==> config.mk <==
export PLATFORM = sky130hd
export DESIGN_NAME = hot_plug_slot_control
export DESIGN_NICKNAME = d
export VERILOG_FILES = /design/src/rtl/hot_plug_slot_control_pkg.sv /design/src/rtl/hot_plug_slot_control.sv
export VERILOG_INCLUDE_DIRS = /design/src /design/src/rtl
export SDC_FILE = /design/constraint.sdc
export NUM_CORES = 1
export LEC_CHECK = 0
export BUFFER_PORTS_ARGS = -buffer_cell sky130_fd_sc_hd__buf_2
export CORE_UTILIZATION = 54
export CTS_CLUSTER_SIZE = 8
export DETAILED_ROUTE_END_ITERATION = 10
export PLACE_DENSITY = 0.87
export SETUP_SLACK_MARGIN = 0.2
export SLEW_MARGIN = 20
export SYNTH_ARGS = -nofsm -noshare
export SYNTH_HDL_FRONTEND = slang
export SYNTH_SLANG_ARGS = --single-unit
==> constraint.sdc <==
create_clock -name clock -period 6.7 [get_ports clock]
set_input_delay 1.34 -clock clock [delete_from_list [all_inputs] [get_ports clock]]
set_output_delay 1.34 -clock clock [all_outputs]
set_load 0.005 [all_outputs]
==> src/rtl/hot_plug_slot_control_defines.svh <==
// Offsets, field positions, reset values for the slot control block.
// Assumes an AXI4-Lite slave sitting at this port's capability window.
// What this block does
// - Slot control register at offset D8h, downstream
// - Bit 0 enables attention button event
// - Bit 1 enables power fault event
// - Bit 2 enables retention latch change event
// - Bit 3 enables presence change event
// - Bit 4 enables command completed interrupt only
// - Bit 5 master gate for hot-plug interrupt
// - Bits 7:6 attention indicator, resets off
// - Attention field write sends attention message
// - Bits 9:8 power indicator, resets on
// - Power field write sends power message
// - Bit 10 slot power, 0 on, 1 off
// - Bit 12 enables link state change notification
// - Event flags set by hardware, write-one clears
`ifndef HOT_PLUG_SLOT_CONTROL_DEFINES_SVH
`define HOT_PLUG_SLOT_CONTROL_DEFINES_SVH

`define SLOT_CONTROL_OFFSET   8'hd8
`define IRQ_STATUS_OFFSET     8'hdc
`define IRQ_MASK_OFFSET       8'he0

`define BIT_BUTTON_EN         0
`define BIT_FAULT_EN          1
`define BIT_LATCH_EN          2
`define BIT_PRESENCE_EN       3
`define BIT_CMD_DONE_EN       4
`define BIT_HP_INT_EN         5
`define FIELD_ATTN_LO         6
`define FIELD_PWR_LO          8
`define BIT_POWER_OFF         10
`define BIT_INTERLOCK         11
`define BIT_LINK_CHG_EN       12

`define SLOT_CONTROL_RESET    16'h01c0
`define SLOT_CONTROL_RW_MASK  16'h1fff

`define EV_BUTTON             0
`define EV_FAULT              1
`define EV_LATCH              2
`define EV_PRESENCE           3
`define EV_CMD_DONE           4
`define EV_LINK_CHG           5
`define EV_COUNT              6

`endif

==> src/rtl/hot_plug_slot_control_pkg.sv <==
// Types shared by the slot control block.
// Assumes the defines header is included by the user.
package hot_plug_slot_control_pkg;

    typedef logic [1:0] indicator_t;

    typedef enum logic [1:0] {
        IND_RESERVED = 2'b00,
        IND_ON       = 2'b01,
        IND_BLINK    = 2'b10,
        IND_OFF      = 2'b11
    } indicator_mode_t;

    typedef enum logic [1:0] {
        WR_IDLE = 2'b00,
        WR_RESP = 2'b01
    } wr_state_t;

    typedef struct packed {
        logic [15:0] ctrl;
        logic [5:0]  flags;
        logic [5:0]  mask;
        logic [5:0]  eventPrev;
        logic        awHave;
        logic [7:0]  awAddr;
        logic        wHave;
        logic [31:0] wData;
        logic [3:0]  wStrb;
        wr_state_t   wrState;
        logic [1:0]  bResp;
        logic        rValid;
        logic [31:0] rData;
        logic [1:0]  rResp;
        logic        attnSend;
        logic [1:0]  attnMsg;
        logic        pwrSend;
        logic [1:0]  pwrMsg;
        logic        irq;
        logic        wake;
    } state_t;

endpackage

==> src/rtl/hot_plug_slot_control.sv <==
// Slot control register bank with AXI4-Lite access and event gating.
// Assumes event pulses from slot sensors are synchronous to clock.
// Assumes the bus master keeps one write and one read in flight.
`timescale 1ns/10ps
`include "hot_plug_slot_control_defines.svh"

module hot_plug_slot_control (
    // Clock and reset
    input  wire logic                                clock,
    input  wire logic                                rst,

    // Write address channel
    input  wire logic [7:0]                          s_axi_awaddr,
    input  wire logic                                s_axi_awvalid,
    output logic                                     s_axi_awready,

    // Write data channel
    input  wire logic [31:0]                         s_axi_wdata,
    input  wire logic [3:0]                          s_axi_wstrb,
    input  wire logic                                s_axi_wvalid,
    output logic                                     s_axi_wready,

    // Write response channel
    output logic [1:0]                               s_axi_bresp,
    output logic                                     s_axi_bvalid,
    input  wire logic                                s_axi_bready,

    // Read address channel
    input  wire logic [7:0]                          s_axi_araddr,
    input  wire logic                                s_axi_arvalid,
    output logic                                     s_axi_arready,

    // Read data channel
    output logic [31:0]                              s_axi_rdata,
    output logic [1:0]                               s_axi_rresp,
    output logic                                     s_axi_rvalid,
    input  wire logic                                s_axi_rready,

    // Slot sensor events
    input  wire logic                                buttonPressed,
    input  wire logic                                powerFault,
    input  wire logic                                retentionLatchSensor,
    input  wire logic                                presenceDetect,
    input  wire logic                                commandDone,
    input  wire logic                                linkActive,

    // Slot controls
    output hot_plug_slot_control_pkg::indicator_t    attentionIndicator,
    output hot_plug_slot_control_pkg::indicator_t    powerIndicator,
    output logic                                     slotPowerOff,
    output logic                                     electromechanicalInterlockControl,

    // Indicator messages
    output logic                                     attnMsgValid,
    output hot_plug_slot_control_pkg::indicator_t    attnMsgCode,
    output logic                                     pwrMsgValid,
    output hot_plug_slot_control_pkg::indicator_t    pwrMsgCode,

    // Interrupt and wake
    output logic                                     hotPlugIrq,
    output logic                                     wakeEvent,
    output logic                                     irq
);
    import hot_plug_slot_control_pkg::*;

    // ----------------------------------------------------------------
    // Helpers
    // ----------------------------------------------------------------
    // Only the low two byte lanes reach the 16-bit register
    function automatic logic [15:0] merge16(input logic [15:0] old,
                                            input logic [31:0] data,
                                            input logic [3:0]  strb);
        logic [15:0] r;
        r = old;
        if (strb[0]) begin
            r[7:0] = data[7:0];
        end
        if (strb[1]) begin
            r[15:8] = data[15:8];
        end
        return r;
    endfunction

    // ----------------------------------------
    // Address decode
    // ----------------------------------------
    // Unmapped words answer with an error, never alias
    function automatic logic known(input logic [7:0] a);
        logic hit;
        case (a)
            `SLOT_CONTROL_OFFSET: hit = 1'b1;
            `IRQ_STATUS_OFFSET:   hit = 1'b1;
            `IRQ_MASK_OFFSET:     hit = 1'b1;
            default:              hit = 1'b0;
        endcase
        return hit;
    endfunction

    // Strobe lanes above 1 have no bits here
    function automatic logic [15:0] laneBits(input logic [3:0] strb);
        return {{8{strb[1]}}, {8{strb[0]}}};
    endfunction

    function automatic logic [31:0] readWord(input logic [7:0]  a,
                                             input logic [15:0] ctrl,
                                             input logic [5:0]  flags,
                                             input logic [5:0]  mask);
        logic [31:0] r;
        // Upper half of every word reads zero
        case (a)
            `SLOT_CONTROL_OFFSET: begin
                r = {16'h0000, ctrl};
            end
            `IRQ_STATUS_OFFSET: begin
                r = {26'h0000000, flags};
            end
            `IRQ_MASK_OFFSET: begin
                r = {26'h0000000, mask};
            end
            default: begin
                r = 32'h00000000;
            end
        endcase
        return r;
    endfunction

    // ----------------------------------------
    // State
    // ----------------------------------------
    // One register image; d is its next value
    state_t q;
    state_t d;

    // ----------------------------------------
    // Helper signals
    // ----------------------------------------
    // Not state: these settle within the cycle
    logic [5:0] evNow;
    logic [5:0] evEdge;
    logic [5:0] enables;
    logic       doWrite;
    logic [15:0] newCtrl;
    logic [15:0] written;

    // ----------------------------------------------------------------
    // Next state
    // ----------------------------------------------------------------
    always_comb begin
        // ----------------------------------------
        // Defaults
        // ----------------------------------------
        // Message strobes last one cycle only
        d = q;
        d.attnSend = 1'b0;
        d.pwrSend = 1'b0;
        newCtrl = q.ctrl;
        written = 16'h0000;

        // ----------------------------------------
        // Event edges
        // ----------------------------------------
        // Latch, presence and link are levels; others arrive as pulses
        evNow[`EV_BUTTON] = buttonPressed;
        evNow[`EV_FAULT] = powerFault;
        evNow[`EV_LATCH] = retentionLatchSensor;
        evNow[`EV_PRESENCE] = presenceDetect;
        evNow[`EV_CMD_DONE] = commandDone;
        evNow[`EV_LINK_CHG] = linkActive;
        d.eventPrev = evNow;

        // Pulses count on every cycle they are held high
        evEdge[`EV_BUTTON] = buttonPressed;
        evEdge[`EV_FAULT] = powerFault;
        evEdge[`EV_LATCH] = evNow[`EV_LATCH] ^ q.eventPrev[`EV_LATCH];
        evEdge[`EV_PRESENCE] = evNow[`EV_PRESENCE] ^ q.eventPrev[`EV_PRESENCE];
        evEdge[`EV_CMD_DONE] = commandDone;
        evEdge[`EV_LINK_CHG] = evNow[`EV_LINK_CHG] ^ q.eventPrev[`EV_LINK_CHG];

        // ----------------------------------------
        // Write address and data
        // ----------------------------------------
        if (s_axi_awvalid && !q.awHave && q.wrState == WR_IDLE) begin
            d.awHave = 1'b1;
            d.awAddr = s_axi_awaddr;
        end

        if (s_axi_wvalid && !q.wHave && q.wrState == WR_IDLE) begin
            d.wHave = 1'b1;
            d.wData = s_axi_wdata;
            d.wStrb = s_axi_wstrb;
        end

        // ----------------------------------------
        // Register write
        // ----------------------------------------
        // Both halves held; the write lands one edge later
        doWrite = q.awHave && q.wHave && q.wrState == WR_IDLE;
        if (doWrite) begin
            d.awHave = 1'b0;
            d.wHave = 1'b0;
            d.wrState = WR_RESP;
            if (known(q.awAddr)) begin
                d.bResp = 2'b00;
            end else begin
                d.bResp = 2'b10;
            end
            if (q.awAddr == `SLOT_CONTROL_OFFSET) begin
                // Reserved top bits keep their zero value
                newCtrl = merge16(q.ctrl, q.wData, q.wStrb) & `SLOT_CONTROL_RW_MASK;
                written = laneBits(q.wStrb);
                d.ctrl = newCtrl;
                // Any write to the lane resends, even an unchanged value
                if (written[`FIELD_ATTN_LO]) begin
                    d.attnSend = 1'b1;
                    d.attnMsg = newCtrl[`FIELD_ATTN_LO +: 2];
                end

                if (written[`FIELD_PWR_LO]) begin
                    d.pwrSend = 1'b1;
                    d.pwrMsg = newCtrl[`FIELD_PWR_LO +: 2];
                end
            end

            // Mask covers the six status bits in byte lane 0
            if (q.awAddr == `IRQ_MASK_OFFSET && q.wStrb[0]) begin
                d.mask = q.wData[5:0];
            end
        end
        // ----------------------------------------
        // Write response
        // ----------------------------------------
        if (q.wrState == WR_RESP && s_axi_bready) begin
            d.wrState = WR_IDLE;
        end

        // ----------------------------------------
        // Event flags
        // ----------------------------------------
        // Write-one clears, then new events win
        d.flags = q.flags;
        if (doWrite && q.awAddr == `IRQ_STATUS_OFFSET && q.wStrb[0]) begin
            d.flags = q.flags & ~q.wData[5:0];
        end

        // A read of the status word clears it as well
        if (!q.rValid && s_axi_arvalid && s_axi_araddr == `IRQ_STATUS_OFFSET) begin
            d.flags = 6'h00;
        end

        // Set wins over a clear in the same cycle
        d.flags = d.flags | evEdge;

        // ----------------------------------------
        // Read channel
        // ----------------------------------------
        // Read data is taken from the register image
        if (!q.rValid && s_axi_arvalid) begin
            d.rValid = 1'b1;
            if (known(s_axi_araddr)) begin
                d.rResp = 2'b00;
            end else begin
                d.rResp = 2'b10;
            end
            d.rData = readWord(s_axi_araddr, q.ctrl, q.flags, q.mask);
        end else if (q.rValid && s_axi_rready) begin
            d.rValid = 1'b0;
        end

        // ----------------------------------------
        // Interrupt and wake
        // ----------------------------------------
        enables[`EV_BUTTON] = q.ctrl[`BIT_BUTTON_EN];
        enables[`EV_FAULT] = q.ctrl[`BIT_FAULT_EN];
        enables[`EV_LATCH] = q.ctrl[`BIT_LATCH_EN];
        enables[`EV_PRESENCE] = q.ctrl[`BIT_PRESENCE_EN];
        enables[`EV_CMD_DONE] = q.ctrl[`BIT_CMD_DONE_EN];
        enables[`EV_LINK_CHG] = q.ctrl[`BIT_LINK_CHG_EN];
        // Gated by per-event enable and master enable
        d.irq = q.ctrl[`BIT_HP_INT_EN] && |(q.flags & enables);
        // Command completion never wakes the slot
        d.wake = |(q.flags & enables & 6'h2f);
    end

    // ----------------------------------------------------------------
    // State register
    // ----------------------------------------------------------------
    always_ff @(posedge clock or posedge rst) begin
        if (rst) begin
            // Only constants here; ctrl takes its documented value
            q <= '0;
            q.ctrl <= `SLOT_CONTROL_RESET;
            q.wrState <= WR_IDLE;
        end else begin
            q <= d;
        end
    end

    // ----------------------------------------------------------------
    // Outputs
    // ----------------------------------------------------------------
    // Ready stays low while its half is held or a response waits
    assign s_axi_awready = !q.awHave && q.wrState == WR_IDLE;
    assign s_axi_wready = !q.wHave && q.wrState == WR_IDLE;
    // Response stands until bready
    assign s_axi_bvalid = q.wrState == WR_RESP;
    assign s_axi_bresp = q.bResp;
    // One read in flight; arready drops while data stands
    assign s_axi_arready = !q.rValid;
    assign s_axi_rvalid = q.rValid;
    assign s_axi_rdata = q.rData;
    assign s_axi_rresp = q.rResp;

    // ----------------------------------------
    // Slot outputs
    // ----------------------------------------
    assign attentionIndicator = q.ctrl[`FIELD_ATTN_LO +: 2];
    assign powerIndicator = q.ctrl[`FIELD_PWR_LO +: 2];
    // A one requests slot power off
    assign slotPowerOff = q.ctrl[`BIT_POWER_OFF];
    // Interlock follows its bit, with no message
    assign electromechanicalInterlockControl = q.ctrl[`BIT_INTERLOCK];

    // ----------------------------------------
    // Messages
    // ----------------------------------------
    assign attnMsgValid = q.attnSend;
    assign attnMsgCode = q.attnMsg;
    assign pwrMsgValid = q.pwrSend;
    assign pwrMsgCode = q.pwrMsg;

    // ----------------------------------------
    // Interrupts
    // ----------------------------------------
    // irq is combinational so a status read drops it at once
    assign hotPlugIrq = q.irq;
    assign wakeEvent = q.wake;
    assign irq = |(q.flags & q.mask);

endmodule

======== Yosys cells after proc, flatten, opt, wreduce, memory -nomap -nowiden ========
Cells that the tools add are included.
operators by class
  reductions and logical operators ........ 33
  bitwise operators ....................... 8
  eq/ne operators ......................... 7
  multiplexer cells ....................... 23
operator list
  operator                                                          number
  8-bit == test (second input constant)                             6
  13-bit case mux with 3 select lines                               1
  37-bit 2-to-1 mux                                                 1
  6-bit 2-to-1 mux                                                  4
  6-bit bitwise AND                                                 3
  1-bit logical AND                                                 16
  6-bit OR reduction                                                2
  9-bit 2-to-1 mux                                                  1
  1-bit 2-to-1 mux                                                  8
  2-bit 2-to-1 mux                                                  4
  8-bit 2-to-1 mux                                                  1
  2-bit nonzero test                                                4
  3-bit 2-to-1 mux                                                  2
  6-bit inverter                                                    1
  6-bit OR                                                          1
  3-bit AND reduction                                               2
  3-bit OR reduction                                                2
  5-bit OR reduction                                                1
  4-bit 2-to-1 mux                                                  1
  2-bit AND reduction                                               2
  1-bit logical NOT                                                 3
  1-bit bitwise XOR                                                 3
  2-bit by 1-bit == test with 1-bit output (second input constant)  1
  2-bit logical NOT                                                 1
storage, ports and cells
  logic and storage cells ................. 93
  output and inout bits ................... 56
  register bits after elaboration ......... 124
  bits of input ports ..................... 65

======== Depth between registers and ports, before layout ========
  word-level depth ........................ 7
  mapped depth ............................ 6
  depth with buffers taken out ............ 4

======== Least setup slack after synthesis ========
Ideal clock, no wire load.
  path type ............................... input -> register
  from .................................... input port s_axi_arvalid
  to ...................................... register q, in the netlist s_axi_rdata[1]
  library setup time ...................... 0.067 ns
  buffers on the path ..................... 2
  cell stages on the path ................. 6
  data required time ...................... 6.633 ns
  arrival ................................. 2.628 ns
  slack ................................... 4.005 ns
  path through ............................ nand2b_1 -> clkbuf_1 -> or4_1 -> clkbuf_1 -> nor3_2 -> a221o_1
on the way
  longest elaborated chain between the ends .. 1
ends and longest elaborated chain
  element             RTL line                      source
  start: declaration  hot_plug_slot_control.sv:30   input wire logic s_axi_arvalid,
  1-bit logical AND   hot_plug_slot_control.sv:257  if (!q.rValid && s_axi_arvalid) begin
  end: declaration    hot_plug_slot_control.sv:131  state_t q;
No other way between the ends.
A chain may end at the register's enable or synchronous reset.

======== Worst setup path after layout ========
Ends and elaborated chain as after synthesis.

==> out/metrics.cfg <==
[synth]
synth.area.top_cells = dfrtp_1, buf_4, mux2_2
synthFlopType = dfrtp_1
synth_cells = 282
synth_compound_area_share_pct = 7.68
syn_avg_cell_area_um2 = 12.7
yosys_register_bits = 78
async_reset_ff_share_pct = 100
synth_top_cell_area_share_pct = 52.3
ys_types = 44
synth_top_area_cell = dfrtp_1
yosys_warnings = 0
synth_enable_flop_cells = 0
syn_area_mm2 = 0.00359
yosys.area_share.simple_pct = 8.65
ys_seq_area_share_pct = 54.5
muxShareOfSynthArea_pct = 17.3
synth_top_family_by_area = multiplexers
synth-xor-area-share_pct = 0.733
synthAdderAreaFrac_pct = 0

[clocking]
path_clk_slew_ns = 0.07
clockBufferDepth = 2
ctsResizeCount = 0
clock_latency_ns = 0.34
cts_setup_buffers = 0
cts_tree = built
cts-root-buf = clkbuf_8
clock_sinks = 78
htree_levels = 3
cts_buffers = 9
cts_hold_repair.buffers = 0

[timing]
min_period_over_period_pct = 42.8
slew_headroom_pct = 36.0
holdWs_ns = 0.473
slew_viol_final = 0
max_freq_mhz = 349
rsz0062_at_grt = no
finalWorstSetupSlack_ns = 3.83
skew_ns = 0.00721
finalHoldViolCount = 0
fin_crit_ns = 2.87
worstMarginPinSlew_ns = 0.960
fin_setup_tns_ns = 0
setup_viol = 0

[global_routing]
grt_use_met1_pct = 25.8
grt_use_total_pct = 20.4
antenna_found_initial = 0
grt.busiest_layer = met2
grtUsageMet2_pct = 33.1
grt_max_degree = 79
grt_overflow = 0
grt_pass1_vias = 2269
grt_pass1_wl_mm = 11.0
met3_usage_pct = 5.04

[hold_path]
hold_path_end = s_axi_rdata[2]$_DFFE_PP0N_
holdPathStages = 2
worstHoldStart = s_axi_rdata[2]$_DFFE_PP0N_
hold_class = reg -> reg

[placement]
io_buffers = 78
place_ws_ns = 3.45
gp_congestion = 0.808
dp_hpwl_mm = 4.62
placed_area_mm2 = 0.00378
dpl.cell_count = 405

[cells_and_area]
final_cell_mix = buf_2, dfrtp_1, mux2_2
nets = 404
area_growth_pct = 10.4
drive_above_1_share_pct = 43.0
final_cells = 421
layout_commonest_cell = buf_2
finalInstanceArea_mm2 = 0.00396
final_core_util_pct = 62.0
diodes = 0
fillerInstances = 523

[critical_path]
cpMaxStageDelayCell = or4_1
crit_path_start_kind = input port
critPathBufInv = 1
path_cells = buf_2 > nand2b_1 > or4_1 > nor3_2 > a221o_1
reg2regPathDepth = 4
cp_top_family = simple AND/OR/NAND/NOR gates
cp_data_arrival_time_ns = 3.15
r2r_slack_ns = 4.39
critical_path_required_ns = 6.98
crit_type = in -> reg
rr_startpoint = q[45]$_DFFE_PP0P_
r2r-end = pwrMsgCode[1]$_DFFE_PP0P_
critical-path-max-stage-delay_ns = 0.68
cp_max_fo = 16
cp-end-kind = flip-flop

[floorplanning]
core_area_mm2 = 0.00639
dieWidth_um = 83.5
io_pins = 121
die_area_mm2 = 0.00697
rows = 29
start_util_pct = 56.2
die_y_um = 83.5

[outcome]
outcome = finished clean

[route]
drtIter0Drc = 156
wirelength_mm = 6.38
viasPerCell = 5.29
wl_per_cell_um = 15.1
first_pass_iters = 4
drc = 0
antenna_left = 0
vias = 2227

[power_and_ir_drop]
p_total_mw = 1.19
leakagePower_nw = 1.98
peakVddDrop_mv = 0.233
p_per_area_mw_per_mm2 = 301

[job]
cap_violations = 0

synthesized netlist by cell type (all sizes together) (5+ instances only):
cell type / number
dfrtp: 75
mux2i: 5
inv: 6
buf: 45
a31o: 6
a22oi: 5
o21ai: 8
clkbuf: 8
a21oi: 8
nor2: 10
nand2: 17
mux2: 45
a22o: 7
worst max-delay path by stage:
stage,start,endpoint,cells after the start
floorplan,rst,attnMsgCode[0]$_DFFE_PP0P_,1
global placement,s_axi_arvalid,s_axi_rdata[1]$_DFFE_PP0N_,5
detailed placement,s_axi_arvalid,s_axi_rdata[1]$_DFFE_PP0N_,5
CTS,s_axi_arvalid,s_axi_rdata[1]$_DFFE_PP0N_,5
global route,s_axi_arvalid,s_axi_rdata[1]$_DFFE_PP0N_,5
finish,s_axi_arvalid,s_axi_rdata[1]$_DFFE_PP0N_,5
routing by layer:
metal / vias up / wire (um)
met5: - / 0
met4: 0 / 153
met3: 13 / 308
met2: 83 / 3120
met1: 1098 / 2790
li1: 1033 / -
where the power goes:
group	leakage, nW	internal (mW)	switching [mW]
sequential	0.972	0.567	0.0843
clock	0.0844	0.144	0.155
combinational	0.923	0.139	0.100
total	1.98	0.850	0.340
cell families after synthesis:
logic type | after synthesis
AO/OA/AOI/OAI | 39
XOR/XNOR | 3
buffers and inverters | 59
flip-flops | 78
multiplexers | 50
other | 1
AND/OR/NAND/NOR | 52
tightest hold or removal path: cells and delay by family (launching register included):
family,cells,cell delay (ns)
flops,1,0.34
simple gates,1,0.04
compound gates,1,0.06
layout make-up:
type	count	area [um^2]	share of cell area (%)
clock inverters	2	10.0	0.253
clock buffers	14	153	3.86
flip-flops and latches	78	1960	49.4
multi-input cells	165	1320	33.4
well taps	77	96.3	2.43
inverters	6	22.5	0.569
repair buffers	79	398	10.1
flip-flops by register name, summed over array words and instances (netlist names):
signal and count:
q 42, s_axi_rdata 13, enables 6, attentionIndicator 2
attnMsgCode 2, powerIndicator 2, pwrMsgCode 2, attnMsgValid 1
electromechanicalInterlockControl 1, hotPlugIrq 1, pwrMsgValid 1, s_axi_bresp 1
s_axi_rresp 1, s_axi_rvalid 1, slotPowerOff 1, wakeEvent 1
Note: power is estimated with default switching activity, not from simulation.
